<file path="src/hdl/hsq_pkg.sv">
package hsq_pkg;
  localparam int SPD_W = 16;
  localparam int POS_W = 32;
  localparam logic [7:0] METHOD_28 = 8'h1c;
  localparam logic [7:0] METHOD_29 = 8'h1d;
  localparam logic [7:0] METHOD_30 = 8'h1e;
  localparam logic [7:0] METHOD_31 = 8'h1f;
  localparam logic [7:0] METHOD_32 = 8'h20;
  localparam logic DIR_POS = 1'b1;
  localparam logic DIR_NEG = 1'b0;

  typedef enum logic [1:0] {HSQ_STOP, HSQ_LOW, HSQ_HIGH} hsq_speed_t;

  typedef struct packed {
    logic home;
    logic neg_limit;
  } hsq_switch_t;

  typedef struct packed {
    logic [SPD_W-1:0] magnitude;
    logic dir_pos;
  } hsq_motion_t;

  typedef struct packed {
    logic busy;
    logic done;
    logic rejected;
  } hsq_status_t;
endpackage

</file>
<file path="src/hdl/hsq_sequencer.sv">
`timescale 1ns/1ps
module hsq_sequencer
(
  // Clock and reset
  input wire logic clk_in,
  input wire logic reset_in,
  // Command
  input wire logic start_in,
  input wire logic [7:0] method_in,
  input wire logic [hsq_pkg::SPD_W-1:0] high_speed_in,
  input wire logic [hsq_pkg::SPD_W-1:0] low_speed_in,
  input wire logic signed [hsq_pkg::POS_W-1:0] position_in,
  // Switch pins, asynchronous
  input wire hsq_pkg::hsq_switch_t switch_in,
  // Motion loop and status
  output hsq_pkg::hsq_motion_t motion_out,
  output hsq_pkg::hsq_status_t status_out,
  output logic signed [hsq_pkg::POS_W-1:0] origin_out
);
  import hsq_pkg::*;

  typedef enum logic [2:0] {
    HSQ_IDLE, HSQ_SEARCH, HSQ_PH1, HSQ_PH2, HSQ_PH3
  } hsq_state_t;

  hsq_switch_t sync1_q, sync2_q, prev_q;
  hsq_state_t state_q, state_d;
  logic [7:0] method_q, method_d;
  logic [SPD_W-1:0] high_q, high_d, low_q, low_d;
  logic dir_q, dir_d;
  hsq_speed_t spd_q, spd_d;
  logic done_q, done_d, rej_q, rej_d;
  logic signed [POS_W-1:0] origin_q, origin_d;
  logic rise, fall;

  // Switch pins pass two flops before any decision looks at them
  always_ff @(posedge clk_in)
  begin
    if (reset_in)
    begin
      sync1_q <= '0;
      sync2_q <= '0;
      prev_q <= '0;
    end
    else
    begin
      sync1_q <= switch_in;
      sync2_q <= sync1_q;
      prev_q <= sync2_q;
    end
  end

  assign rise = sync2_q.home && !prev_q.home;
  assign fall = !sync2_q.home && prev_q.home;

  always_comb
  begin
    state_d = state_q;
    method_d = method_q;
    high_d = high_q;
    low_d = low_q;
    dir_d = dir_q;
    spd_d = spd_q;
    done_d = done_q;
    rej_d = rej_q;
    origin_d = origin_q;
    case (state_q)
      HSQ_IDLE:
      begin
        if (start_in)
        begin
          done_d = 1'b0;
          rej_d = 1'b0;
          method_d = method_in;
          // Speeds are frozen at start so a mid-run change cannot jerk the axis
          high_d = high_speed_in;
          low_d = low_speed_in;
          if (method_in == METHOD_31 || method_in == METHOD_32)
          begin
            rej_d = 1'b1;
          end
          else if (method_in != METHOD_28 && method_in != METHOD_29
                   && method_in != METHOD_30)
          begin
            rej_d = 1'b1;
          end
          else if (sync2_q.home)
          begin
            // Switch already active: skip the fast search
            state_d = HSQ_PH2;
            spd_d = HSQ_LOW;
            dir_d = (method_in == METHOD_28) ? DIR_POS : DIR_NEG;
          end
          else
          begin
            state_d = HSQ_SEARCH;
            spd_d = HSQ_HIGH;
            dir_d = DIR_NEG;
          end
        end
      end
      HSQ_SEARCH:
      begin
        if (rise)
        begin
          state_d = HSQ_PH1;
          spd_d = HSQ_LOW;
          // Slow direction after the first home edge follows the method alone
          if (method_q == METHOD_28)
          begin
            dir_d = DIR_POS;
          end
          else if (method_q == METHOD_29)
          begin
            dir_d = DIR_NEG;
          end
          else
          begin
            dir_d = DIR_NEG;
          end
        end
        else if (sync2_q.neg_limit && dir_q == DIR_NEG)
        begin
          dir_d = DIR_POS;
        end
      end
      HSQ_PH1:
      begin
        if (fall)
        begin
          if (method_q == METHOD_30)
          begin
            state_d = HSQ_PH3;
          end
          else
          begin
            state_d = HSQ_PH2;
            dir_d = (method_q == METHOD_28) ? DIR_NEG : DIR_POS;
          end
        end
      end
      HSQ_PH2:
      begin
        if (method_q == METHOD_30 && fall)
        begin
          state_d = HSQ_PH3;
        end
        else if (method_q != METHOD_30 && fall)
        begin
          dir_d = (method_q == METHOD_28) ? DIR_NEG : DIR_POS;
        end
        else if (method_q != METHOD_30 && rise)
        begin
          state_d = HSQ_PH3;
        end
      end
      default:
      begin
        // Terminating edge seen one cycle earlier
        state_d = HSQ_IDLE;
        spd_d = HSQ_STOP;
        done_d = 1'b1;
        origin_d = position_in;
      end
    endcase
  end

  always_ff @(posedge clk_in)
  begin
    if (reset_in)
    begin
      state_q <= HSQ_IDLE;
      method_q <= '0;
      high_q <= '0;
      low_q <= '0;
      dir_q <= DIR_NEG;
      spd_q <= HSQ_STOP;
      done_q <= 1'b0;
      rej_q <= 1'b0;
      origin_q <= '0;
    end
    else
    begin
      state_q <= state_d;
      method_q <= method_d;
      high_q <= high_d;
      low_q <= low_d;
      dir_q <= dir_d;
      spd_q <= spd_d;
      done_q <= done_d;
      rej_q <= rej_d;
      origin_q <= origin_d;
    end
  end

  // Stop state is entered one cycle after the edge is seen; magnitude is zeroed there before spd_q reaches HSQ_STOP
  assign motion_out.magnitude = (spd_q == HSQ_HIGH) ? high_q
                              : ((spd_q == HSQ_LOW && state_q != HSQ_PH3) ? low_q : '0);
  assign motion_out.dir_pos = dir_q;
  assign status_out.busy = (state_q != HSQ_IDLE);
  assign status_out.done = done_q;
  assign status_out.rejected = rej_q;
  assign origin_out = origin_q;

  property p_stop_at_end;
    @(posedge clk_in) disable iff (reset_in)
    (state_q == HSQ_PH3) |-> (motion_out.magnitude == '0) ##1 (done_q && state_q == HSQ_IDLE);
  endproperty
  a_stop_at_end: assert property (p_stop_at_end) else $error("no stop at end");

  property p_reserved;
    @(posedge clk_in) disable iff (reset_in)
    (state_q == HSQ_IDLE && start_in && (method_in == METHOD_31 || method_in == METHOD_32))
      |=> (state_q == HSQ_IDLE && rej_q);
  endproperty
  a_reserved: assert property (p_reserved) else $error("reserved method ran");

  property p_choose;
    @(posedge clk_in) disable iff (reset_in)
    (state_q == HSQ_IDLE && start_in && method_in == METHOD_30 && sync2_q.home)
      |=> (state_q == HSQ_PH2 && dir_q == DIR_NEG && spd_q == HSQ_LOW);
  endproperty
  a_choose: assert property (p_choose) else $error("wrong start sequence");

  property p_search_fast;
    @(posedge clk_in) disable iff (reset_in)
    (state_q == HSQ_SEARCH) |-> (motion_out.magnitude == high_q);
  endproperty
  a_search_fast: assert property (p_search_fast) else $error("search not fast");

  property p_limit_turn;
    @(posedge clk_in) disable iff (reset_in)
    (state_q == HSQ_SEARCH && !rise && sync2_q.neg_limit) |=> (dir_q == DIR_POS);
  endproperty
  a_limit_turn: assert property (p_limit_turn) else $error("no turn at limit");

  property p_m28_rise;
    @(posedge clk_in) disable iff (reset_in)
    (state_q == HSQ_SEARCH && rise && method_q == METHOD_28) |=> (dir_q == DIR_POS && spd_q == HSQ_LOW);
  endproperty
  a_m28_rise: assert property (p_m28_rise) else $error("m28 slow wrong");

  property p_m29_rise;
    @(posedge clk_in) disable iff (reset_in)
    (state_q == HSQ_SEARCH && rise && method_q == METHOD_29) |=> (dir_q == DIR_NEG);
  endproperty
  a_m29_rise: assert property (p_m29_rise) else $error("m29 slow wrong");

  property p_m30_fall;
    @(posedge clk_in) disable iff (reset_in)
    (state_q == HSQ_PH1 && fall && method_q == METHOD_30) |=> (state_q == HSQ_PH3 && dir_q == DIR_NEG);
  endproperty
  a_m30_fall: assert property (p_m30_fall) else $error("m30 no stop");

  property p_m28_start_on;
    @(posedge clk_in) disable iff (reset_in)
    (state_q == HSQ_IDLE && start_in && method_in == METHOD_28 && sync2_q.home)
      |=> (state_q == HSQ_PH2 && dir_q == DIR_POS && spd_q == HSQ_LOW);
  endproperty
  a_m28_start_on: assert property (p_m28_start_on) else $error("m28 start wrong");

  property p_m29_start_on;
    @(posedge clk_in) disable iff (reset_in)
    (state_q == HSQ_IDLE && start_in && method_in == METHOD_29 && sync2_q.home)
      |=> (state_q == HSQ_PH2 && dir_q == DIR_NEG && spd_q == HSQ_LOW);
  endproperty
  a_m29_start_on: assert property (p_m29_start_on) else $error("m29 start wrong");

  property p_search_entry;
    @(posedge clk_in) disable iff (reset_in)
    (state_q == HSQ_IDLE && start_in && !sync2_q.home
      && (method_in == METHOD_28 || method_in == METHOD_29 || method_in == METHOD_30))
      |=> (state_q == HSQ_SEARCH && dir_q == DIR_NEG && spd_q == HSQ_HIGH);
  endproperty
  a_search_entry: assert property (p_search_entry) else $error("bad search start");

  property p_m28_leave;
    @(posedge clk_in) disable iff (reset_in)
    (state_q == HSQ_PH1 && fall && method_q == METHOD_28)
      |=> (state_q == HSQ_PH2 && dir_q == DIR_NEG);
  endproperty
  a_m28_leave: assert property (p_m28_leave) else $error("m28 no turn back");

  property p_m29_leave;
    @(posedge clk_in) disable iff (reset_in)
    (state_q == HSQ_PH1 && fall && method_q == METHOD_29)
      |=> (state_q == HSQ_PH2 && dir_q == DIR_POS);
  endproperty
  a_m29_leave: assert property (p_m29_leave) else $error("m29 no turn back");

  property p_m28_turn;
    @(posedge clk_in) disable iff (reset_in)
    (state_q == HSQ_PH2 && fall && method_q == METHOD_28) |=> (dir_q == DIR_NEG);
  endproperty
  a_m28_turn: assert property (p_m28_turn) else $error("m28 no reverse");

  property p_m29_turn;
    @(posedge clk_in) disable iff (reset_in)
    (state_q == HSQ_PH2 && fall && method_q == METHOD_29) |=> (dir_q == DIR_POS);
  endproperty
  a_m29_turn: assert property (p_m29_turn) else $error("m29 no reverse");

  property p_m30_on_stop;
    @(posedge clk_in) disable iff (reset_in)
    (state_q == HSQ_PH2 && fall && method_q == METHOD_30) |=> (state_q == HSQ_PH3);
  endproperty
  a_m30_on_stop: assert property (p_m30_on_stop) else $error("m30 no halt");

  property p_final_rise;
    @(posedge clk_in) disable iff (reset_in)
    (state_q == HSQ_PH2 && rise && method_q != METHOD_30) |=> (state_q == HSQ_PH3);
  endproperty
  a_final_rise: assert property (p_final_rise) else $error("no halt on rise");

  property p_origin;
    @(posedge clk_in) disable iff (reset_in)
    (state_q == HSQ_PH3) |=> (origin_out == $past(position_in) && status_out.done);
  endproperty
  a_origin: assert property (p_origin) else $error("origin not taken");

  property p_idle_still;
    @(posedge clk_in) disable iff (reset_in)
    (state_q == HSQ_IDLE) |-> (motion_out.magnitude == '0);
  endproperty
  a_idle_still: assert property (p_idle_still) else $error("motion while idle");

  property p_speed_frozen;
    @(posedge clk_in) disable iff (reset_in)
    (state_q != HSQ_IDLE) |=> ($stable(high_q) && $stable(low_q));
  endproperty
  a_speed_frozen: assert property (p_speed_frozen) else $error("speed changed mid run");

endmodule // hsq_sequencer

</file>
<file path="config.mk">
export PLATFORM = sky130hd
export DESIGN_NAME = hsq_sequencer
export DESIGN_NICKNAME = d
export VERILOG_FILES = /design/src/hdl/hsq_pkg.sv /design/src/hdl/hsq_sequencer.sv
export SDC_FILE = /design/constraint.sdc
export NUM_CORES = 1
export LEC_CHECK = 0
export ABC_AREA = 0
export ABC_CLOCK_PERIOD_IN_PS = 1510
export BUFFER_PORTS_ARGS = -buffer_cell sky130_fd_sc_hd__clkbuf_2
export CAP_MARGIN = 20
export CORE_MARGIN = 10
export CORE_UTILIZATION = 31
export CTS_CLUSTER_SIZE = 8
export DETAILED_ROUTE_END_ITERATION = 16
export GPL_TIMING_DRIVEN = 0
export PLACE_DENSITY = 0.58
export REMOVE_ABC_BUFFERS = 1
export SYNTH_ARGS = -nofsm -noshare
export SYNTH_HDL_FRONTEND = slang
export SYNTH_SLANG_ARGS = --single-unit
</file>
<file path="constraint.sdc">
create_clock -name clk_in -period 1.51 [get_ports clk_in]
set_input_delay 0.0755 -clock clk_in [delete_from_list [all_inputs] [get_ports clk_in]]
set_output_delay 0.0755 -clock clk_in [all_outputs]
set_load 0.05 [all_outputs]
</file>
==> reports/metrics.cfg <==
[status]
status = complete, but fails checks
violations = setup timing

[worst_setup_path]
cp.arrival_ns = 1.49
crit_type = reg2out
worstReg2RegStart = method_q[5]
crit_required_ns = 1.43
rr_endpoint = dir_q
r2r_slack_ns = -0.04
worstRegToRegCells = 5
end_kind = primary output
crit_path_start_kind = flop
worstPathMaxFanout = 13

[cells_and_area]
n_fill_cell = 871
drive_gt1_frac = 0.388
layout.nets = 593
stdcell_count = 658
final_area_sq_mm = 0.00548
syn2layout_area_growth_pct = 69.3
finish.utilization = 0.536

[timing]
fin_crit_ns = 1.57
slew_headroom = 0.730
timing.final.ws_setup_ns = -0.0568
fin_crit_sh = 1.04
setup_viol = 14
hold_violations = 0
skew_ns = 0.0123
rsz0062_at_grt = true
finalMaxSlewViolations = 0
timing.fmax_mhz = 638
max_slew.worst_pin.slew_ns = 0.404

[logic_synthesis]
syn_area_sq_mm = 0.00324
synthFlopType = dfxtp_1
synth.distinct_cells = 37
synth_enable_flop_cells = 0
syn-mean-instance-area_sq_um = 10.8
synth_top_area_share = 0.526
synth_top_area_cell = dfxtp_1
postSynth.asyncResetShare = 0
synthTopCellsByArea = dfxtp_1 53%, a22o_1 15%, mux2i_1 11%
synth.yosys.seq_area_share = 0.526
syn_inst = 299
yosysWarnings = 0
yosys_register_bits = 85

[grt]
overflow = 0
antenna_found_initial = 1
grt_pass1_wl_mm = 17.4
grt_max_degree = 48
first_global_vias = 3392
track_usage = 0.144

[pwr]
leakagePower_nw = 2.41
total_power_mw = 4.54
p_per_area_mw_per_mm2 = 828
peakVddDrop_mv = 0.526

[routing]
wl_per_cell_um = 17.0
route.vias.total = 3156
drt_iter0_markers = 112
routed_wl_mm = 11.2
drt_first_pass_iters = 4
routed_via_density = 4.80
ant_nets = 0
drc = 0

[clocking]
clk_latency_ns = 0.34
cts_sinks = 85
clk_pin_slew_ns = 0.08
cts_root_buffer = clkbuf_8
cts_buffers = 9
cts_tree = built
ctsHtreeMaxLevel = 3
cts_buffer_depth = 2

[worst_hold_path]
hp-start = method_in[1]
hp-class = in2reg
holdPathEnd = method_q[1]
holdPathStages = 2

[placement]
dpl_cell_area_sq_mm = 0.00398
io_buffers = 128
place.gp.congestion = 0.790
placed_cells = 541
place_hpwl_mm = 6.38

[die]
die_h_um = 122
ioPinCount = 129
die-area_sq_mm = 0.0149
rows = 37
die_x_um = 122
initial_core_util = 0.316
core_sq_mm = 0.0102

[job]
maxCapViolCount = 0

[worst max-delay path by stage]
stage                    start        endpoint  slack, ns  cells past startpoint
global placement    state_q[2]     method_q[1]      -2.32                      3
floorplan           state_q[2]     method_q[1]      -1.41                      3
finish              state_q[0]   motion_out[6]      -0.06                      5
detailed placement  state_q[1]   motion_out[8]      -0.58                      4
CTS                 state_q[0]  motion_out[13]      -0.08                      5
global route          spd_q[1]  motion_out[14]      -0.13                      5
[layout make-up]
cell class	count	area, sq um	share of cell area
inverter	2	7.51	0.00137
antenna	1	2.50	0.000456
clock buffer	11	141	0.0258
timing repair buffer	227	1840	0.335
multi-input combinational	191	1550	0.282
sequential	85	1720	0.314
tap	136	170	0.0310
clock inverter	5	60.1	0.0110
[cells in the mapped netlist (2+ instances only)]
master / n
buf_4: 8
nand2_1: 8
a21oi_1: 2
buf_2: 11
mux2i_1: 36
a21oi_2: 2
o21ai_0: 2
and4b_1: 2
nand3_1: 2
a22o_1: 57
a31oi_1: 2
buf_1: 2
clkbuf_1: 4
o21a_1: 3
dfxtp_1: 85
nor2b_1: 8
nor2_1: 43
nand2b_1: 3
[metal layers]
layer  vias up  GRT usage  share of wire
met5         -          0              0
met4         0     0.0457          0.015
met3        12     0.0671          0.098
met2       130      0.238           0.48
met1      1488      0.163           0.41
li1       1526          -              -
[timing repair]
action | in CTS | in global routing
pin swaps | 14 | 10
hold buffers | 73 | 0
setup endpoints to repair | 61 | 47
gates resized for setup | 52 | 34
gates cloned | 4 | 0
setup buffers | 12 | 11
hold endpoints to repair | 73 | 0
[stage by stage]
step / hold WS [ns] / TNS [ns] / worst slack, ns
2_1_floorplan: 0.147 / -89.03 / -1.41
3_3_place_gp: 0.291 / -156.01 / -2.32
3_5_place_dp: 0.291 / -30.86 / -0.578
4_1_cts: 0.00210 / -0.963 / -0.0770
5_1_grt: 0.0358 / -1.93 / -0.129
6_report: 0.0426 / -0.640 / -0.0568
[worst max-delay path, stage by stage, from the launching register on]
cell	delay (ns)
dfxtp_4	0.37
nor2_4	0.13
a21oi_4	0.08
buf_12	0.15
a22o_1	0.26
buf_8	0.16
[cells in the final DEF, fill, tap and decap left out, types with 2 or more instances in the layout]
| cell | n |
|---|---|
| clkbuf_2 | 110 |
| dfxtp_1 | 77 |
| dlygate4sd3_1 | 72 |
| a22o_1 | 56 |
| nor2_1 | 41 |
| mux2i_1 | 36 |
| buf_4 | 19 |
| buf_8 | 16 |
| clkbuf_8 | 10 |
| nor2b_1 | 7 |
| nand2_1 | 6 |
| buf_12 | 6 |
| nor2_4 | 5 |
| dfxtp_2 | 5 |
| a21oi_4 | 3 |
| o21a_1 | 3 |
| dfxtp_4 | 3 |
| inv_2 | 2 |
| nand2_4 | 2 |
| and4b_1 | 2 |
| nand2b_1 | 2 |
| a21oi_1 | 2 |
| o21ai_0 | 2 |
| nand3_1 | 2 |
| a31oi_1 | 2 |
| clkinv_4 | 2 |
| buf_6 | 2 |
[power by group]
part | internal [mW] | switching, mW
clock | 0.815 | 0.818
combinational | 0.323 | 0.219
sequential | 2.31 | 0.0486
total | 3.45 | 1.09
[cell families after synthesis]
| group | Yosys count | share of synthesized area |
|---|---|---|
| compound gates | 78 | 0.207 |
| flops | 85 | 0.526 |
| simple gates | 73 | 0.112 |
| buf+inv | 27 | 0.0448 |
| mux | 36 | 0.111 |
[registers in the layout, summed over array words and instances (netlist names)]
name	flops
done_q	1
prev_q	1
origin_out	32
high_q	16
dir_q	1
state_q	3
sync1_q	2
rej_q	1
low_q	16
spd_q	2
sync2_q	2
method_q	8
(Power assumes the default switching activity.)
